--- src/port_cell_pkg.sv ---
// Shared constants for the port pin cell block: register map, resets, widths
package port_cell_pkg;

  // Pin counts: port 0 and port 1 are full bytes, port 2 holds one pin
  localparam int NPINS      = 17;
  localparam int NPINS_ANA  = 16;
  localparam int ADDR_W     = 8;
  localparam int DATA_W     = 32;
  localparam int REG_W      = 8;

  // Byte addresses of the registers
  localparam logic [7:0] OFF_P0_DATA  = 8'h80;
  localparam logic [7:0] OFF_P1_DATA  = 8'h84;
  localparam logic [7:0] OFF_P2_DATA  = 8'h88;
  localparam logic [7:0] OFF_P0_KIND  = 8'h8C;
  localparam logic [7:0] OFF_P1_KIND  = 8'h90;
  localparam logic [7:0] OFF_P0_DRIVE = 8'h94;
  localparam logic [7:0] OFF_P1_DRIVE = 8'h98;
  localparam logic [7:0] OFF_P2_DRIVE = 8'h9C;
  localparam logic [7:0] OFF_P0_SKIP  = 8'hA0;
  localparam logic [7:0] OFF_P1_SKIP  = 8'hA4;
  localparam logic [7:0] OFF_P2_SKIP  = 8'hA8;
  localparam logic [7:0] OFF_CTRL     = 8'hAC;

  // Control register bit positions
  localparam int CTRL_XBAR_BIT  = 0;
  localparam int CTRL_PUOFF_BIT = 1;

  // Values after reset
  localparam logic [7:0] RST_LATCH = 8'hFF;
  localparam logic [7:0] RST_KIND  = 8'hFF;
  localparam logic [7:0] RST_DRIVE = 8'h00;
  localparam logic [7:0] RST_SKIP  = 8'h00;
  localparam logic       RST_CTRL  = 1'b0;

  // Bus responses
  localparam logic [1:0] RESP_OKAY   = 2'h0;
  localparam logic [1:0] RESP_SLVERR = 2'h2;

endpackage

--- src/pin_sync2.sv ---
// Two-stage synchroniser for the pad input levels
`timescale 1ns/1ps
`default_nettype none
module pin_sync2 #(
  parameter int W = 17
) (
  // Clock and reset
  input  wire logic         aclk,
  input  wire logic         aresetn,
  // Levels
  input  wire logic [W-1:0] async_in,
  output logic      [W-1:0] sync_out
);

  logic [W-1:0] stage1_reg;

  // First stage feeds only the second stage
  always_ff @(posedge aclk) begin
    if (!aresetn) begin
      stage1_reg <= '0;
      sync_out   <= '0;
    end else begin
      stage1_reg <= async_in;
      sync_out   <= stage1_reg;
    end
  end

endmodule
`default_nettype wire

--- src/pad_cell.sv ---
// Drive, pull-up and receive logic of one port pin cell
`timescale 1ns/1ps
`default_nettype none
module pad_cell (
  // Configuration
  input  wire logic digital,
  input  wire logic push_pull,
  input  wire logic od_force,
  input  wire logic xbar_en,
  input  wire logic pu_off,
  // Data
  input  wire logic out_val,
  input  wire logic pad_lvl,
  // Cell controls
  output logic      drv_high,
  output logic      drv_low,
  output logic      pullup_on,
  output logic      rx_level
);

  logic drv_allow;

  // Drivers need a digital pin and an enabled crossbar
  assign drv_allow = xbar_en & digital;
  // High side only in push-pull, and never on forced bus pins
  assign drv_high  = drv_allow & push_pull & ~od_force & out_val;
  assign drv_low   = drv_allow & ~out_val;
  // Pull-up drops while pulling low or when disabled globally
  assign pullup_on = digital & ~drv_low & ~pu_off;
  // Receiver off for analog pins, so they read zero
  assign rx_level  = digital & pad_lvl;

endmodule
`default_nettype wire

--- src/port_io_cell_config.sv ---
// Port pin cell configuration block with an AXI4-Lite register slave
//
// How it works
// - Reset leaves cells high-impedance, pull-ups on
// - No drivers until crossbar enable is 1
// - Analog pin: pull-up, driver, receiver disabled
// - Analog pin always reads back 0
// - Push-pull pin drives pad to output value
// - Open-drain: low on 0, high-impedance on 1
// - Pull-up on unless driving low or disabled
// - Digital pin reads actual pad level
// - Skip bit hides pin from crossbar
// - Crossbar never alters kind or drive settings
// - Bus clock and data pins forced open-drain
// - Port 0 data: resets ones, write latch, read pins
`timescale 1ns/1ps
`default_nettype none
module port_io_cell_config (
  // Clock and reset
  input  wire logic        aclk,
  input  wire logic        aresetn,
  // AXI4-Lite write address
  input  wire logic [7:0]  awaddr,
  input  wire logic [2:0]  awprot,
  input  wire logic        awvalid,
  output logic             awready,
  // AXI4-Lite write data
  input  wire logic [31:0] wdata,
  input  wire logic [3:0]  wstrb,
  input  wire logic        wvalid,
  output logic             wready,
  // AXI4-Lite write response
  output logic [1:0]       bresp,
  output logic             bvalid,
  input  wire logic        bready,
  // AXI4-Lite read address
  input  wire logic [7:0]  araddr,
  input  wire logic [2:0]  arprot,
  input  wire logic        arvalid,
  output logic             arready,
  // AXI4-Lite read data
  output logic [31:0]      rdata,
  output logic [1:0]       rresp,
  output logic             rvalid,
  input  wire logic        rready,
  // Crossbar side
  input  wire logic [16:0] periph_own,
  input  wire logic [16:0] periph_val,
  input  wire logic [16:0] smbus_pin,
  output logic      [16:0] pin_rx,
  // Pads
  input  wire logic [16:0] pad_in,
  output logic      [16:0] pad_out,
  output logic      [16:0] pad_oe,
  output logic      [16:0] pad_pullup
);

  ////////////////////////////////////////////////////////////////////////////
  // Configuration state

  logic [16:0] latch_reg;
  logic [15:0] kind_reg;
  logic [16:0] drive_reg;
  logic [16:0] skip_reg;
  logic        xbar_en_reg;
  logic        pu_off_reg;

  // Bus handshake state
  logic        awready_reg;
  logic        wready_reg;
  logic        bvalid_reg;
  logic [1:0]  bresp_reg;
  logic        arready_reg;
  logic        rvalid_reg;
  logic [1:0]  rresp_reg;
  logic [31:0] rdata_reg;
  logic        aw_have_reg;
  logic        w_have_reg;
  logic [7:0]  aw_addr_reg;
  logic [7:0]  w_byte_reg;
  logic        w_strb_reg;

  // Pad side flops
  logic [16:0] pad_out_reg;
  logic [16:0] pad_oe_reg;
  logic [16:0] pad_pullup_reg;
  logic [16:0] pin_rx_reg;

  ////////////////////////////////////////////////////////////////////////////
  // Write channel handshake

  logic        aw_fire;
  logic        w_fire;
  logic        do_write;
  logic        aw_have_next;
  logic        w_have_next;
  logic        bvalid_next;
  logic        awready_next;
  logic        wready_next;

  // Address and data may arrive in either order
  assign aw_fire      = awvalid & awready_reg;
  assign w_fire       = wvalid & wready_reg;
  assign do_write     = aw_have_reg & w_have_reg & ~bvalid_reg;
  assign aw_have_next = (aw_have_reg | aw_fire) & ~do_write;
  assign w_have_next  = (w_have_reg | w_fire) & ~do_write;
  assign bvalid_next  = do_write | (bvalid_reg & ~bready);
  // Each channel is refused while its half is held or a response waits
  assign awready_next = ~aw_have_next & ~bvalid_next;
  assign wready_next  = ~w_have_next & ~bvalid_next;

  // Write address and data capture
  always_ff @(posedge aclk) begin
    if (!aresetn) begin
      aw_have_reg <= 1'b0;
      w_have_reg  <= 1'b0;
      aw_addr_reg <= 8'h00;
      w_byte_reg  <= 8'h00;
      w_strb_reg  <= 1'b0;
    end else begin
      aw_have_reg <= aw_have_next;
      w_have_reg  <= w_have_next;
      if (aw_fire) begin
        aw_addr_reg <= awaddr;
      end
      if (w_fire) begin
        w_byte_reg <= wdata[7:0];
        w_strb_reg <= wstrb[0];
      end
    end
  end

  ////////////////////////////////////////////////////////////////////////////
  // Write decode

  logic wr_p0_data;
  logic wr_p1_data;
  logic wr_p2_data;
  logic wr_p0_kind;
  logic wr_p1_kind;
  logic wr_p0_drive;
  logic wr_p1_drive;
  logic wr_p2_drive;
  logic wr_p0_skip;
  logic wr_p1_skip;
  logic wr_p2_skip;
  logic wr_ctrl;
  logic wr_hit;
  logic wr_en;

  // Only byte lane 0 carries register bits; others are ignored
  assign wr_en       = do_write & w_strb_reg;
  assign wr_p0_data  = aw_addr_reg == port_cell_pkg::OFF_P0_DATA;
  assign wr_p1_data  = aw_addr_reg == port_cell_pkg::OFF_P1_DATA;
  assign wr_p2_data  = aw_addr_reg == port_cell_pkg::OFF_P2_DATA;
  assign wr_p0_kind  = aw_addr_reg == port_cell_pkg::OFF_P0_KIND;
  assign wr_p1_kind  = aw_addr_reg == port_cell_pkg::OFF_P1_KIND;
  assign wr_p0_drive = aw_addr_reg == port_cell_pkg::OFF_P0_DRIVE;
  assign wr_p1_drive = aw_addr_reg == port_cell_pkg::OFF_P1_DRIVE;
  assign wr_p2_drive = aw_addr_reg == port_cell_pkg::OFF_P2_DRIVE;
  assign wr_p0_skip  = aw_addr_reg == port_cell_pkg::OFF_P0_SKIP;
  assign wr_p1_skip  = aw_addr_reg == port_cell_pkg::OFF_P1_SKIP;
  assign wr_p2_skip  = aw_addr_reg == port_cell_pkg::OFF_P2_SKIP;
  assign wr_ctrl     = aw_addr_reg == port_cell_pkg::OFF_CTRL;
  assign wr_hit      = wr_p0_data | wr_p1_data | wr_p2_data | wr_p0_kind
                     | wr_p1_kind | wr_p0_drive | wr_p1_drive | wr_p2_drive
                     | wr_p0_skip | wr_p1_skip | wr_p2_skip | wr_ctrl;

  // Output latches: writes set latch, never the pin reading
  always_ff @(posedge aclk) begin
    if (!aresetn) begin
      latch_reg <= {port_cell_pkg::RST_LATCH[0],
                    port_cell_pkg::RST_LATCH,
                    port_cell_pkg::RST_LATCH};
    end else if (wr_en) begin
      if (wr_p0_data) begin
        latch_reg[7:0] <= w_byte_reg;
      end
      if (wr_p1_data) begin
        latch_reg[15:8] <= w_byte_reg;
      end
      if (wr_p2_data) begin
        latch_reg[16] <= w_byte_reg[0];
      end
    end
  end

  // Input kind: port 2 has none, it stays digital
  always_ff @(posedge aclk) begin
    if (!aresetn) begin
      kind_reg <= {port_cell_pkg::RST_KIND, port_cell_pkg::RST_KIND};
    end else if (wr_en) begin
      if (wr_p0_kind) begin
        kind_reg[7:0] <= w_byte_reg;
      end
      if (wr_p1_kind) begin
        kind_reg[15:8] <= w_byte_reg;
      end
    end
  end

  // Drive style select
  always_ff @(posedge aclk) begin
    if (!aresetn) begin
      drive_reg <= {port_cell_pkg::RST_DRIVE[0],
                    port_cell_pkg::RST_DRIVE,
                    port_cell_pkg::RST_DRIVE};
    end else if (wr_en) begin
      if (wr_p0_drive) begin
        drive_reg[7:0] <= w_byte_reg;
      end
      if (wr_p1_drive) begin
        drive_reg[15:8] <= w_byte_reg;
      end
      if (wr_p2_drive) begin
        drive_reg[16] <= w_byte_reg[0];
      end
    end
  end

  // Crossbar skip select
  always_ff @(posedge aclk) begin
    if (!aresetn) begin
      skip_reg <= {port_cell_pkg::RST_SKIP[0],
                   port_cell_pkg::RST_SKIP,
                   port_cell_pkg::RST_SKIP};
    end else if (wr_en) begin
      if (wr_p0_skip) begin
        skip_reg[7:0] <= w_byte_reg;
      end
      if (wr_p1_skip) begin
        skip_reg[15:8] <= w_byte_reg;
      end
      if (wr_p2_skip) begin
        skip_reg[16] <= w_byte_reg[0];
      end
    end
  end

  // Global controls: crossbar enable and pull-up disable
  always_ff @(posedge aclk) begin
    if (!aresetn) begin
      xbar_en_reg <= port_cell_pkg::RST_CTRL;
      pu_off_reg  <= port_cell_pkg::RST_CTRL;
    end else if (wr_en && wr_ctrl) begin
      xbar_en_reg <= w_byte_reg[port_cell_pkg::CTRL_XBAR_BIT];
      pu_off_reg  <= w_byte_reg[port_cell_pkg::CTRL_PUOFF_BIT];
    end
  end

  // Write response
  always_ff @(posedge aclk) begin
    if (!aresetn) begin
      awready_reg <= 1'b0;
      wready_reg  <= 1'b0;
      bvalid_reg  <= 1'b0;
      bresp_reg   <= port_cell_pkg::RESP_OKAY;
    end else begin
      awready_reg <= awready_next;
      wready_reg  <= wready_next;
      bvalid_reg  <= bvalid_next;
      if (do_write) begin
        bresp_reg <= wr_hit ? port_cell_pkg::RESP_OKAY
                            : port_cell_pkg::RESP_SLVERR;
      end
    end
  end

  ////////////////////////////////////////////////////////////////////////////
  // Pin cells

  logic [16:0] pad_sync;
  logic [16:0] digital_vec;
  logic [16:0] owner_vec;
  logic [16:0] out_vec;
  logic [16:0] od_vec;
  logic [16:0] drv_high;
  logic [16:0] drv_low;
  logic [16:0] pullup_on;
  logic [16:0] rx_level;

  // Pad levels are asynchronous to aclk
  pin_sync2 #(
    .W        (port_cell_pkg::NPINS)
  ) u_sync (
    .aclk     (aclk),
    .aresetn  (aresetn),
    .async_in (pad_in),
    .sync_out (pad_sync)
  );

  // Port 2 pin is digital only; kind and drive never follow the crossbar
  assign digital_vec = {1'b1, kind_reg};
  // A skipped pin is never handed to a peripheral
  assign owner_vec   = periph_own & ~skip_reg;
  assign out_vec     = (owner_vec & periph_val) | (~owner_vec & latch_reg);
  // Bus clock and data pins lose their high-side driver
  assign od_vec      = owner_vec & smbus_pin;

  // One cell per pin
  genvar gi;
  generate
    for (gi = 0; gi < port_cell_pkg::NPINS; gi = gi + 1) begin : g_cell
      pad_cell u_cell (
        .digital   (digital_vec[gi]),
        .push_pull (drive_reg[gi]),
        .od_force  (od_vec[gi]),
        .xbar_en   (xbar_en_reg),
        .pu_off    (pu_off_reg),
        .out_val   (out_vec[gi]),
        .pad_lvl   (pad_sync[gi]),
        .drv_high  (drv_high[gi]),
        .drv_low   (drv_low[gi]),
        .pullup_on (pullup_on[gi]),
        .rx_level  (rx_level[gi])
      );
    end
  endgenerate

  // Pad controls registered, one cycle after configuration changes
  always_ff @(posedge aclk) begin
    if (!aresetn) begin
      pad_out_reg    <= '0;
      pad_oe_reg     <= '0;
      pad_pullup_reg <= '1;
      pin_rx_reg     <= '0;
    end else begin
      pad_out_reg    <= drv_high;
      pad_oe_reg     <= drv_high | drv_low;
      pad_pullup_reg <= pullup_on;
      pin_rx_reg     <= rx_level;
    end
  end

  ////////////////////////////////////////////////////////////////////////////
  // Read channel

  logic        ar_fire;
  logic        rvalid_next;
  logic        rd_hit;
  logic [7:0]  rd_byte;
  logic [7:0]  rd_ctrl;

  assign ar_fire     = arvalid & arready_reg;
  assign rvalid_next = ar_fire | (rvalid_reg & ~rready);
  assign rd_ctrl     = {6'h00, pu_off_reg, xbar_en_reg};

  // Data registers return pin levels, not latches
  assign rd_byte =
      (araddr == port_cell_pkg::OFF_P0_DATA)  ? rx_level[7:0]    :
      (araddr == port_cell_pkg::OFF_P1_DATA)  ? rx_level[15:8]   :
      (araddr == port_cell_pkg::OFF_P2_DATA)  ? {7'h00, rx_level[16]} :
      (araddr == port_cell_pkg::OFF_P0_KIND)  ? kind_reg[7:0]    :
      (araddr == port_cell_pkg::OFF_P1_KIND)  ? kind_reg[15:8]   :
      (araddr == port_cell_pkg::OFF_P0_DRIVE) ? drive_reg[7:0]   :
      (araddr == port_cell_pkg::OFF_P1_DRIVE) ? drive_reg[15:8]  :
      (araddr == port_cell_pkg::OFF_P2_DRIVE) ? {7'h00, drive_reg[16]} :
      (araddr == port_cell_pkg::OFF_P0_SKIP)  ? skip_reg[7:0]    :
      (araddr == port_cell_pkg::OFF_P1_SKIP)  ? skip_reg[15:8]   :
      (araddr == port_cell_pkg::OFF_P2_SKIP)  ? {7'h00, skip_reg[16]} :
      (araddr == port_cell_pkg::OFF_CTRL)     ? rd_ctrl          : 8'h00;

  assign rd_hit = (araddr == port_cell_pkg::OFF_P0_DATA)
                | (araddr == port_cell_pkg::OFF_P1_DATA)
                | (araddr == port_cell_pkg::OFF_P2_DATA)
                | (araddr == port_cell_pkg::OFF_P0_KIND)
                | (araddr == port_cell_pkg::OFF_P1_KIND)
                | (araddr == port_cell_pkg::OFF_P0_DRIVE)
                | (araddr == port_cell_pkg::OFF_P1_DRIVE)
                | (araddr == port_cell_pkg::OFF_P2_DRIVE)
                | (araddr == port_cell_pkg::OFF_P0_SKIP)
                | (araddr == port_cell_pkg::OFF_P1_SKIP)
                | (araddr == port_cell_pkg::OFF_P2_SKIP)
                | (araddr == port_cell_pkg::OFF_CTRL);

  // Read data captured at the address handshake; one read in flight
  always_ff @(posedge aclk) begin
    if (!aresetn) begin
      arready_reg <= 1'b0;
      rvalid_reg  <= 1'b0;
      rresp_reg   <= port_cell_pkg::RESP_OKAY;
      rdata_reg   <= 32'h0000_0000;
    end else begin
      arready_reg <= ~rvalid_next;
      rvalid_reg  <= rvalid_next;
      if (ar_fire) begin
        rdata_reg <= {24'h00_0000, rd_byte};
        rresp_reg <= rd_hit ? port_cell_pkg::RESP_OKAY
                            : port_cell_pkg::RESP_SLVERR;
      end
    end
  end

  ////////////////////////////////////////////////////////////////////////////
  // Outputs, all from flops

  assign awready    = awready_reg;
  assign wready     = wready_reg;
  assign bvalid     = bvalid_reg;
  assign bresp      = bresp_reg;
  assign arready    = arready_reg;
  assign rvalid     = rvalid_reg;
  assign rresp      = rresp_reg;
  assign rdata      = rdata_reg;
  assign pad_out    = pad_out_reg;
  assign pad_oe     = pad_oe_reg;
  assign pad_pullup = pad_pullup_reg;
  assign pin_rx     = pin_rx_reg;

endmodule
`default_nettype wire

--- config.mk ---
export PLATFORM = sky130hd
export DESIGN_NAME = port_io_cell_config
export DESIGN_NICKNAME = d
export VERILOG_FILES = /design/src/port_cell_pkg.sv /design/src/pin_sync2.sv /design/src/pad_cell.sv /design/src/port_io_cell_config.sv
export SDC_FILE = /design/constraint.sdc
export NUM_CORES = 1
export LEC_CHECK = 0
export BUFFER_PORTS_ARGS = -buffer_cell sky130_fd_sc_hd__buf_2
export CAP_MARGIN = 0
export CORE_ASPECT_RATIO = 0.8
export CORE_UTILIZATION = 36
export CTS_CLUSTER_SIZE = 25
export DETAILED_ROUTE_END_ITERATION = 6
export HOLD_SLACK_MARGIN = 0.05
export PLACE_DENSITY_LB_ADDON = 0.25
export SYNTH_ARGS = -nofsm -noshare
export SYNTH_HDL_FRONTEND = slang
export SYNTH_HIERARCHICAL = 1
export SYNTH_SLANG_ARGS = --single-unit
--- constraint.sdc ---
create_clock -name aclk -period 1.6 [get_ports aclk]
set_input_delay 0.16 -clock aclk [delete_from_list [all_inputs] [get_ports aclk]]
set_output_delay 0.16 -clock aclk [all_outputs]
set_load 0.1 [all_outputs]
# == After elaboration in Yosys (flattened, before gate mapping) ==
# Index checks and enable logic that the tools add are counted.
# op_classes
n_bitwise,239
reduce_logical,12
n_eq_ne,24
muxes,14
# op_table
cell,count
$eq A8 B8 Y1 const B,24
$and A1 B1 Y1,145
$mux W8,10
$and A17 B17 Y17,4
$not A1 Y1,60
$not A17 Y17,2
$or A17 B17 Y17,2
$or A1 B1 Y1,26
$reduce_and A2 Y1,11
$mux W2,4
$logic_and A1 B1 Y1,1
# word_totals
wordCells,321
register_bits,207

# == Longest topological paths before layout ==
# Gate-level depths: netlist of the first run.
# logic_depth
word_depth,13
mapped_depth,6
depth_no_buf,6

# == Modules after synthesis ==
# The synthesis of the first run kept the hierarchy.
# modules_own_cells
module,area_per_inst_um2,instances,cells_per_inst
port_io_cell_config,7011.7,1,761
pin_sync2,950.9,1,71
pad_cell,46.3,17,7

# == Worst setup path before layout of the first run ==
# OpenSTA, ideal clock, no wires.
# synth_path
path_type,flip-flop to flip-flop
start,"register bvalid_reg, in the netlist bvalid"
end,register kind_reg[0]
t_required_ns,1.471
arrival_ns,1.954
slack_ns,-0.483
synth_period_minus_slack_ns,2.083
path_stages_with_launch,6
n_path_buf,0
path_cell_list,dfxtp_1 > nand3b_1 > nor4b_2 > nand4_2 > mux2i_1 > nand2_1
# synth_between
elab_chain_cells,4
# synth_rtl
item,line,text
from (decl),port_io_cell_config.sv:71,logic bvalid_reg;
from (signal assigned),port_io_cell_config.sv:261,bvalid_reg <= bvalid_next;
$not A1 Y1,port_io_cell_config.sv:104,assign do_write = aw_have_reg & w_have_reg & ~bvalid_reg;
$and A1 B1 Y1,port_io_cell_config.sv:104,
$and A1 B1 Y1,port_io_cell_config.sv:152,assign wr_en = do_write & w_strb_reg;
$reduce_and A2 Y1 (no line),-,
to (signal assigned),port_io_cell_config.sv:191,"kind_reg <= {port_cell_pkg::RST_KIND, port_cell_pkg::RST_KIND};"
to (signal assigned),port_io_cell_config.sv:194,kind_reg[7:0] <= w_byte_reg;
to (decl),port_io_cell_config.sv:62,logic [15:0] kind_reg;
# No other way between the ends.
# A chain may end at the register's enable or synchronous reset.

# == Final worst setup path of the first run ==
# layout_path
start,"register bvalid_reg, in the netlist bvalid"
end,register kind_reg[4]
# The elaborated chain is that of the path after synthesis.

==> key figures, run 1 <==
Yosys
  – Post-synth top area share: 46.9%
  – Fraction of registers with async set or reset after synthesis: 0%
  – Synth Area per Inst: 9.20 um^2
  – Netlist cell types: 53
  – Gate Count Post-Synth: 951
  – Ys flop type: dfxtp_1
  – Synthesized cell area: 0.00875 mm^2
  – Cell taking the most area after synthesis: dfxtp_1
  – Ys Warns: 6
  – Seq cells post-synth: 205
  – EDFF count, synth: 0
  – Sequential share of the synthesized area: 46.9%
  – Synth top area cells: dfxtp_1 47%, mux2i_1 7.0%, nand2_1 5.4%

Cells and area
  – Multi-input logic area: 0.00437 mm^2
  – Layout cells sized above 1: 32.5%
  – Diode count: 0
  – Fill cells: 2,289
  – Area Overhead vs Synth: 32.5%
  – Register area: 0.00411 mm^2
  – Final Net Count: 1,350

Drt
  – Drt total wl: 25,500 um
  – Wire length per cell: 16.5 um
  – TritonRoute pass-1 iters: 4
  – ANT nets after route: 0
  – Remaining DRCs: 0
  – Iter 0 DRT Violations: 370
  – Via count: 7,341
  – Via density: 4.75

GRT
  – GRT Resource Usage Total: 20.2%
  – Initial antenna violation count: 1
  – Largest net degree at the start of global routing: 42
  – Grt ovf: 0
  – Vias in the first global route: 6,857
  – Global-route wire length before repair: 38,700 um

Timing
  – Final setup viols: 13
  – Final Hold Viols: 0
  – Final setup margin: -0.0328 ns
  – Fin crit share: 102%
  – RSZ-0062 raised after global routing: true
  – FMAX: 612 MHz
  – Max_slew headroom: 62.5%
  – WHS: 0.0592 ns
  – Final number of max-transition violations: 0
  – Final min period: 1.63 ns
  – Max Clock Skew: 0.0101 ns
  – Worst slew pin tran: 0.562 ns

Setup path
  – Buf/Inv on CP: 1
  – CP required: 2.01 ns
  – Crit path cell chain: nand3b_1 -> nor4b_4 -> buf_4 -> nand4_4 -> mux2i_1 -> nand2_1
  – CP max-delay cell: dfxtp_4
  – Worst r2r path cells: 6
  – CP Capture Type: flop
  – Critical Path Stages: 6
  – Maximum net fanout on the critical path: 8
  – Crit path max-delay family: simple AND/OR/NAND/NOR gates
  – Crit Path Class: reg -> reg
  – Highest cell delay on the worst timing path: 0.34 ns
  – Worst Path Arrival: 2.04 ns
  – Crit path launch type: flop

Flow run
  – Maxcap violations: 0

Pwr
  – Pwr Total: 12.0 mW
  – Leakage power: 4.92 nW
  – Peak VDD IR: 0.000687 V
  – Pwr dens: 1030 mW/mm^2

Clocking
  – Clock Sinks: 205
  – Root Buffer: clkbuf_16
  – Worst-Skew Late Latency: 0.51 ns
  – Max Buffers Root-to-Sink: 3
  – CTS tree: built
  – Total CTS buffers: 23
  – H-tree depth: 1
  – Clock transition at the registers of the reported paths: 0.06 ns

Floorplan
  – Initial Utilization: 37.0%
  – Die H: 141 um
  – Die X: 176 um
  – Area of the core: 0.0236 mm^2
  – Die area: 0.0249 mm^2
  – Top-Level Pins: 242
  – # rows: 50

Status
  – Failing checks: setup timing
  – Status: complete, but fails checks

Placement
  – Hpwl dp: 18,900 um
  – GPL Wtd Cong: 0.876
  – Worst slack, placed: -0.169 ns
  – I/O Buffers: 182

Hold path
  – Hold path depth: 4
  – Worst Hold Class: in -> reg
-- timing repair --
item / in CTS / in global routing
endpoints found under the hold margin: 47 / 0
resized for setup: 5 / 1
pin swaps: 4 / 12
setup endpoints to repair: 18 / 38
hold buffers: 40 / 0
setup buffers: 0 / 4
-- synthesized netlist by cell type (3+ instances only) --
master / count
nor3_1: 6
clkbuf_2: 3
nand4b_1: 4
a221oi_1: 5
nand2b_1: 25
nor2_1: 93
nor3b_2: 17
nor3_2: 18
a22oi_1: 7
nand3b_1: 4
nor2b_1: 39
clkbuf_1: 35
mux2_2: 23
and2_2: 34
buf_4: 26
o32ai_1: 5
buf_1: 3
o211ai_1: 3
o21ai_0: 22
mux2i_1: 61
dfxtp_1: 205
o21bai_1: 4
nand2_1: 126
buf_2: 7
o2bb2ai_1: 5
a21oi_1: 45
o22ai_1: 4
nand3_1: 7
and2_1: 73
a32oi_1: 3
inv_1: 8
nor2_2: 3
-- logic make-up after synthesis --
group | count (synthesis) | share of synthesized area [%]
simple gates | 468 | 30.3
flops | 205 | 46.9
compound gates | 109 | 7.69
mux | 85 | 10.2
buf+inv | 82 | 4.78
other cells | 2 | 0.0858
-- area by class of cell --
type | count | area share (%)
Timing Repair Buffer | 288 | 16.4
Clock buffer | 29 | 5.59
Multi-Input combinational cell | 691 | 37.7
Inverter | 8 | 0.259
Clock inverter | 11 | 1.18
Sequential cell | 205 | 35.5
Tap cell | 312 | 3.37
-- routing by layer --
metal  global-route usage (%)  routed length [um]
met1                     29.3               12500
met2                     30.4               10600
met3                     4.42                1940
met4                     4.21                 457
met5                        0                  10
-- worst register-to-register path, stage by stage (launching register included) --
cell	delay (ns)
dfxtp_4	0.34
nand3b_1	0.22
nor4b_4	0.29
buf_4	0.19
nand4_4	0.20
mux2i_1	0.23
nand2_1	0.06
-- path summary, 6_finish.rpt --
path | slack, ns | startpoint | end
setup / recovery | -0.03 | bvalid | kind_reg[4]
hold / removal | 0.06 | smbus_pin[9] | pad_out[9]
setup reg to reg | -0.03 | bvalid | kind_reg[4]
hold reg to reg | 0.45 | u_sync/stage1_reg[11] | u_sync/sync_out[11]
-- power breakdown --
group | switching, mW | leakage, nW | total (mW) | internal [mW]
sequential | 0.0711 | 1.67 | 5.27 | 5.20
combinational | 0.850 | 2.86 | 1.26 | 0.415
clock | 2.09 | 0.391 | 5.43 | 3.34
-- through the flow --
| step | instance area, um^2 | cells | utilization (%) | setup TNS [ns] |
|---|---|---|---|---|
| 2_1_floorplan | 8900 | 978 | - | -3.64 |
| 3_3_place_gp | 10400 | 1461 | 43.9 | -0.824 |
| 3_5_place_dp | 10400 | 1461 | 43.9 | -1.14 |
| 4_1_cts | 11600 | 1540 | 48.9 | -0.371 |
| 5_1_grt | 11600 | 1544 | 49.0 | -2.55 |
| 6_report | 11600 | 1544 | 49.0 | -0.253 |
-- cell usage in the layout (no fill, tap or decap), drive strengths merged, types with 6 or more instances in the layout --
cell	count
a21oi	45
a22oi	7
and2	107
buf	248
clkbuf	29
clkinv	6
conb	29
dfxtp	205
dlygate4sd3	40
inv	9
mux2	23
mux2i	61
nand2	126
nand2b	25
nand3	7
nor2	96
nor2b	39
nor3	25
nor3b	19
o21ai	22
(Power assumes the default switching activity.)
==> run 2, diff against run 1 <==
--- a/config.mk
+++ b/config.mk
@@ -12,7 +12,7 @@
 export CTS_CLUSTER_SIZE = 25
 export DETAILED_ROUTE_END_ITERATION = 6
 export HOLD_SLACK_MARGIN = 0.05
-export PLACE_DENSITY_LB_ADDON = 0.25
+export PLACE_DENSITY = 0.72
 export SYNTH_ARGS = -nofsm -noshare
 export SYNTH_HDL_FRONTEND = slang
 export SYNTH_HIERARCHICAL = 1
==> key figures, run 2 (synthesized netlist as in run 1, its figures left out) <==
Status
  – Status: complete, but fails checks
  – Failing checks: setup timing

Timing
  – Final min period: 1.65 ns
  – Worst slew pin tran: 0.585 ns
  – FMAX: 606 MHz
  – Final number of max-transition violations: 0
  – WHS: 0.0733 ns
  – Final setup viols: 16
  – Final Hold Viols: 0
  – Fin crit share: 103%
  – Final setup margin: -0.0497 ns
  – RSZ-0062 raised after global routing: true
  – Max_slew headroom: 60.9%
  – Max Clock Skew: 0.0136 ns

Drt
  – Drt total wl: 25,800 um
  – Via count: 7,422
  – ANT nets after route: 0
  – TritonRoute pass-1 iters: 5
  – Remaining DRCs: 0
  – Iter 0 DRT Violations: 511
  – Wire length per cell: 16.7 um
  – Via density: 4.82

Placement
  – I/O Buffers: 182
  – Worst slack, placed: -0.214 ns
  – Hpwl dp: 18,900 um
  – GPL Wtd Cong: 0.886
  – Dpl cell area: 0.0104 mm^2

Cells and area
  – Area Overhead vs Synth: 31.8%
  – Layout cells sized above 1: 32.4%
  – Final Util: 48.8%
  – Commonest non-fill, non-tap cell in the layout: dfxtp_1
  – Diode count: 0
  – Fin area: 0.0115 mm^2
  – Final Net Count: 1,349
  – Most frequent cells in the layout: 199 x dfxtp_1, 181 x buf_2, 125 x nand2_1

GRT
  – GR peak layer: met2
  – Initial antenna violation count: 0
  – Grt ovf: 0
  – Global-route wire length before repair: 39,000 um
  – Largest net degree at the start of global routing: 63
  – M3 GR Usage: 2.95%
  – GRT Resource Usage Total: 20.2%
  – Vias in the first global route: 7,124
  – Met1 Track Usage GR: 29.5%
  – Met2 Use GR: 31.4%

Hold path
  – Worst Hold Class: in -> reg
  – Hold wc startpoint: smbus_pin[6]
  – WHS Endpoint: pad_oe[6]
  – Hold path depth: 5

Floorplan
  – Initial Utilization: 37.0%
  – Die area: 0.0249 mm^2
  – Die X: 176 um
  – Die H: 141 um
  – Top-Level Pins: 242
  – # rows: 50
  – Area of the core: 0.0236 mm^2

Clocking
  – Clock Sinks: 205
  – Total CTS buffers: 23
  – CTS tree: built
  – Clock transition at the registers of the reported paths: 0.06 ns
  – Max Buffers Root-to-Sink: 3
  – Worst-Skew Late Latency: 0.50 ns
  – Root Buffer: clkbuf_16
  – H-tree depth: 1

Setup path
  – Maximum net fanout on the critical path: 8
  – CP Capture Type: flop
  – Crit path launch type: flop
  – Worst r2r src: bvalid
  – CP required: 1.98 ns
  – R2R Path End: kind_reg[4]
  – Worst Path Arrival: 2.03 ns
  – Crit Path Class: reg -> reg
  – Worst r2r path cells: 6
  – R2R Setup Slk: -0.05 ns

Flow run
  – Maxcap violations: 0

Pwr
  – Pwr Total: 11.7 mW
  – Leakage power: 4.88 nW
  – Peak VDD IR: 0.000620 V
  – Pwr dens: 1020 mW/mm^2
[run 2: how the worst max path moves through the flow]
stage | start | end | cells after the start
2_1_floorplan | bvalid | skip_reg[1] | 5
3_3_place_gp | araddr[1] | rdata[7] | 6
3_5_place_dp | araddr[1] | rdata[3] | 6
4_1_cts | bvalid | kind_reg[4] | 6
5_1_grt | bvalid | kind_reg[7] | 6
6_report | bvalid | kind_reg[4] | 6
[run 2: area by class of cell]
type	count	area (um^2)
Timing Repair Buffer	287	1890
Clock buffer	31	636
Fill cell	2219	12100
Inverter	8	30.0
Tap cell	312	390
Clock inverter	7	97.6
Sequential cell	205	4110
Multi-Input combinational cell	691	4380
[run 2: metal layers]
layer | vias to the layer above | share of wire (%)
li1 | 3651 | -
met1 | 3493 | 50
met3 | 39 | 5.7
met2 | 239 | 43
met4 | 0 | 1.7
met5 | - | 0
[run 2: report_power, final]
| part | switching [mW] | total, mW | internal, mW | leakage (nW) |
|---|---|---|---|---|
| sequential | 0.0728 | 5.27 | 5.20 | 1.67 |
| combinational | 0.857 | 1.27 | 0.410 | 2.86 |
| clock | 2.08 | 5.18 | 3.10 | 0.352 |
[run 2: worst max-delay path: stages, from the launching register on]
cell and delay, ns:
dfxtp_4 0.34, nand3b_1 0.22, nor4b_4 0.29, buf_4 0.18, nand4_4 0.20, mux2i_1 0.22, nand2_1 0.07
[run 2: metrics by stage]
stage                     TNS, ns  std cells
after floorplan             -3.64        978
after CTS                  -0.387       1539
after detailed placement    -1.74       1461
final                      -0.488       1541
after global placement     -0.783       1461
after global routing        -1.85       1541
[run 2: repair_timing]
action                                 CTS  global route
endpoints found under the hold margin   41             0
setup endpoints to repair               30            38
pin swaps                                4            10
setup buffers                            1             3
hold buffers                            39             0
resized for setup                        0            10
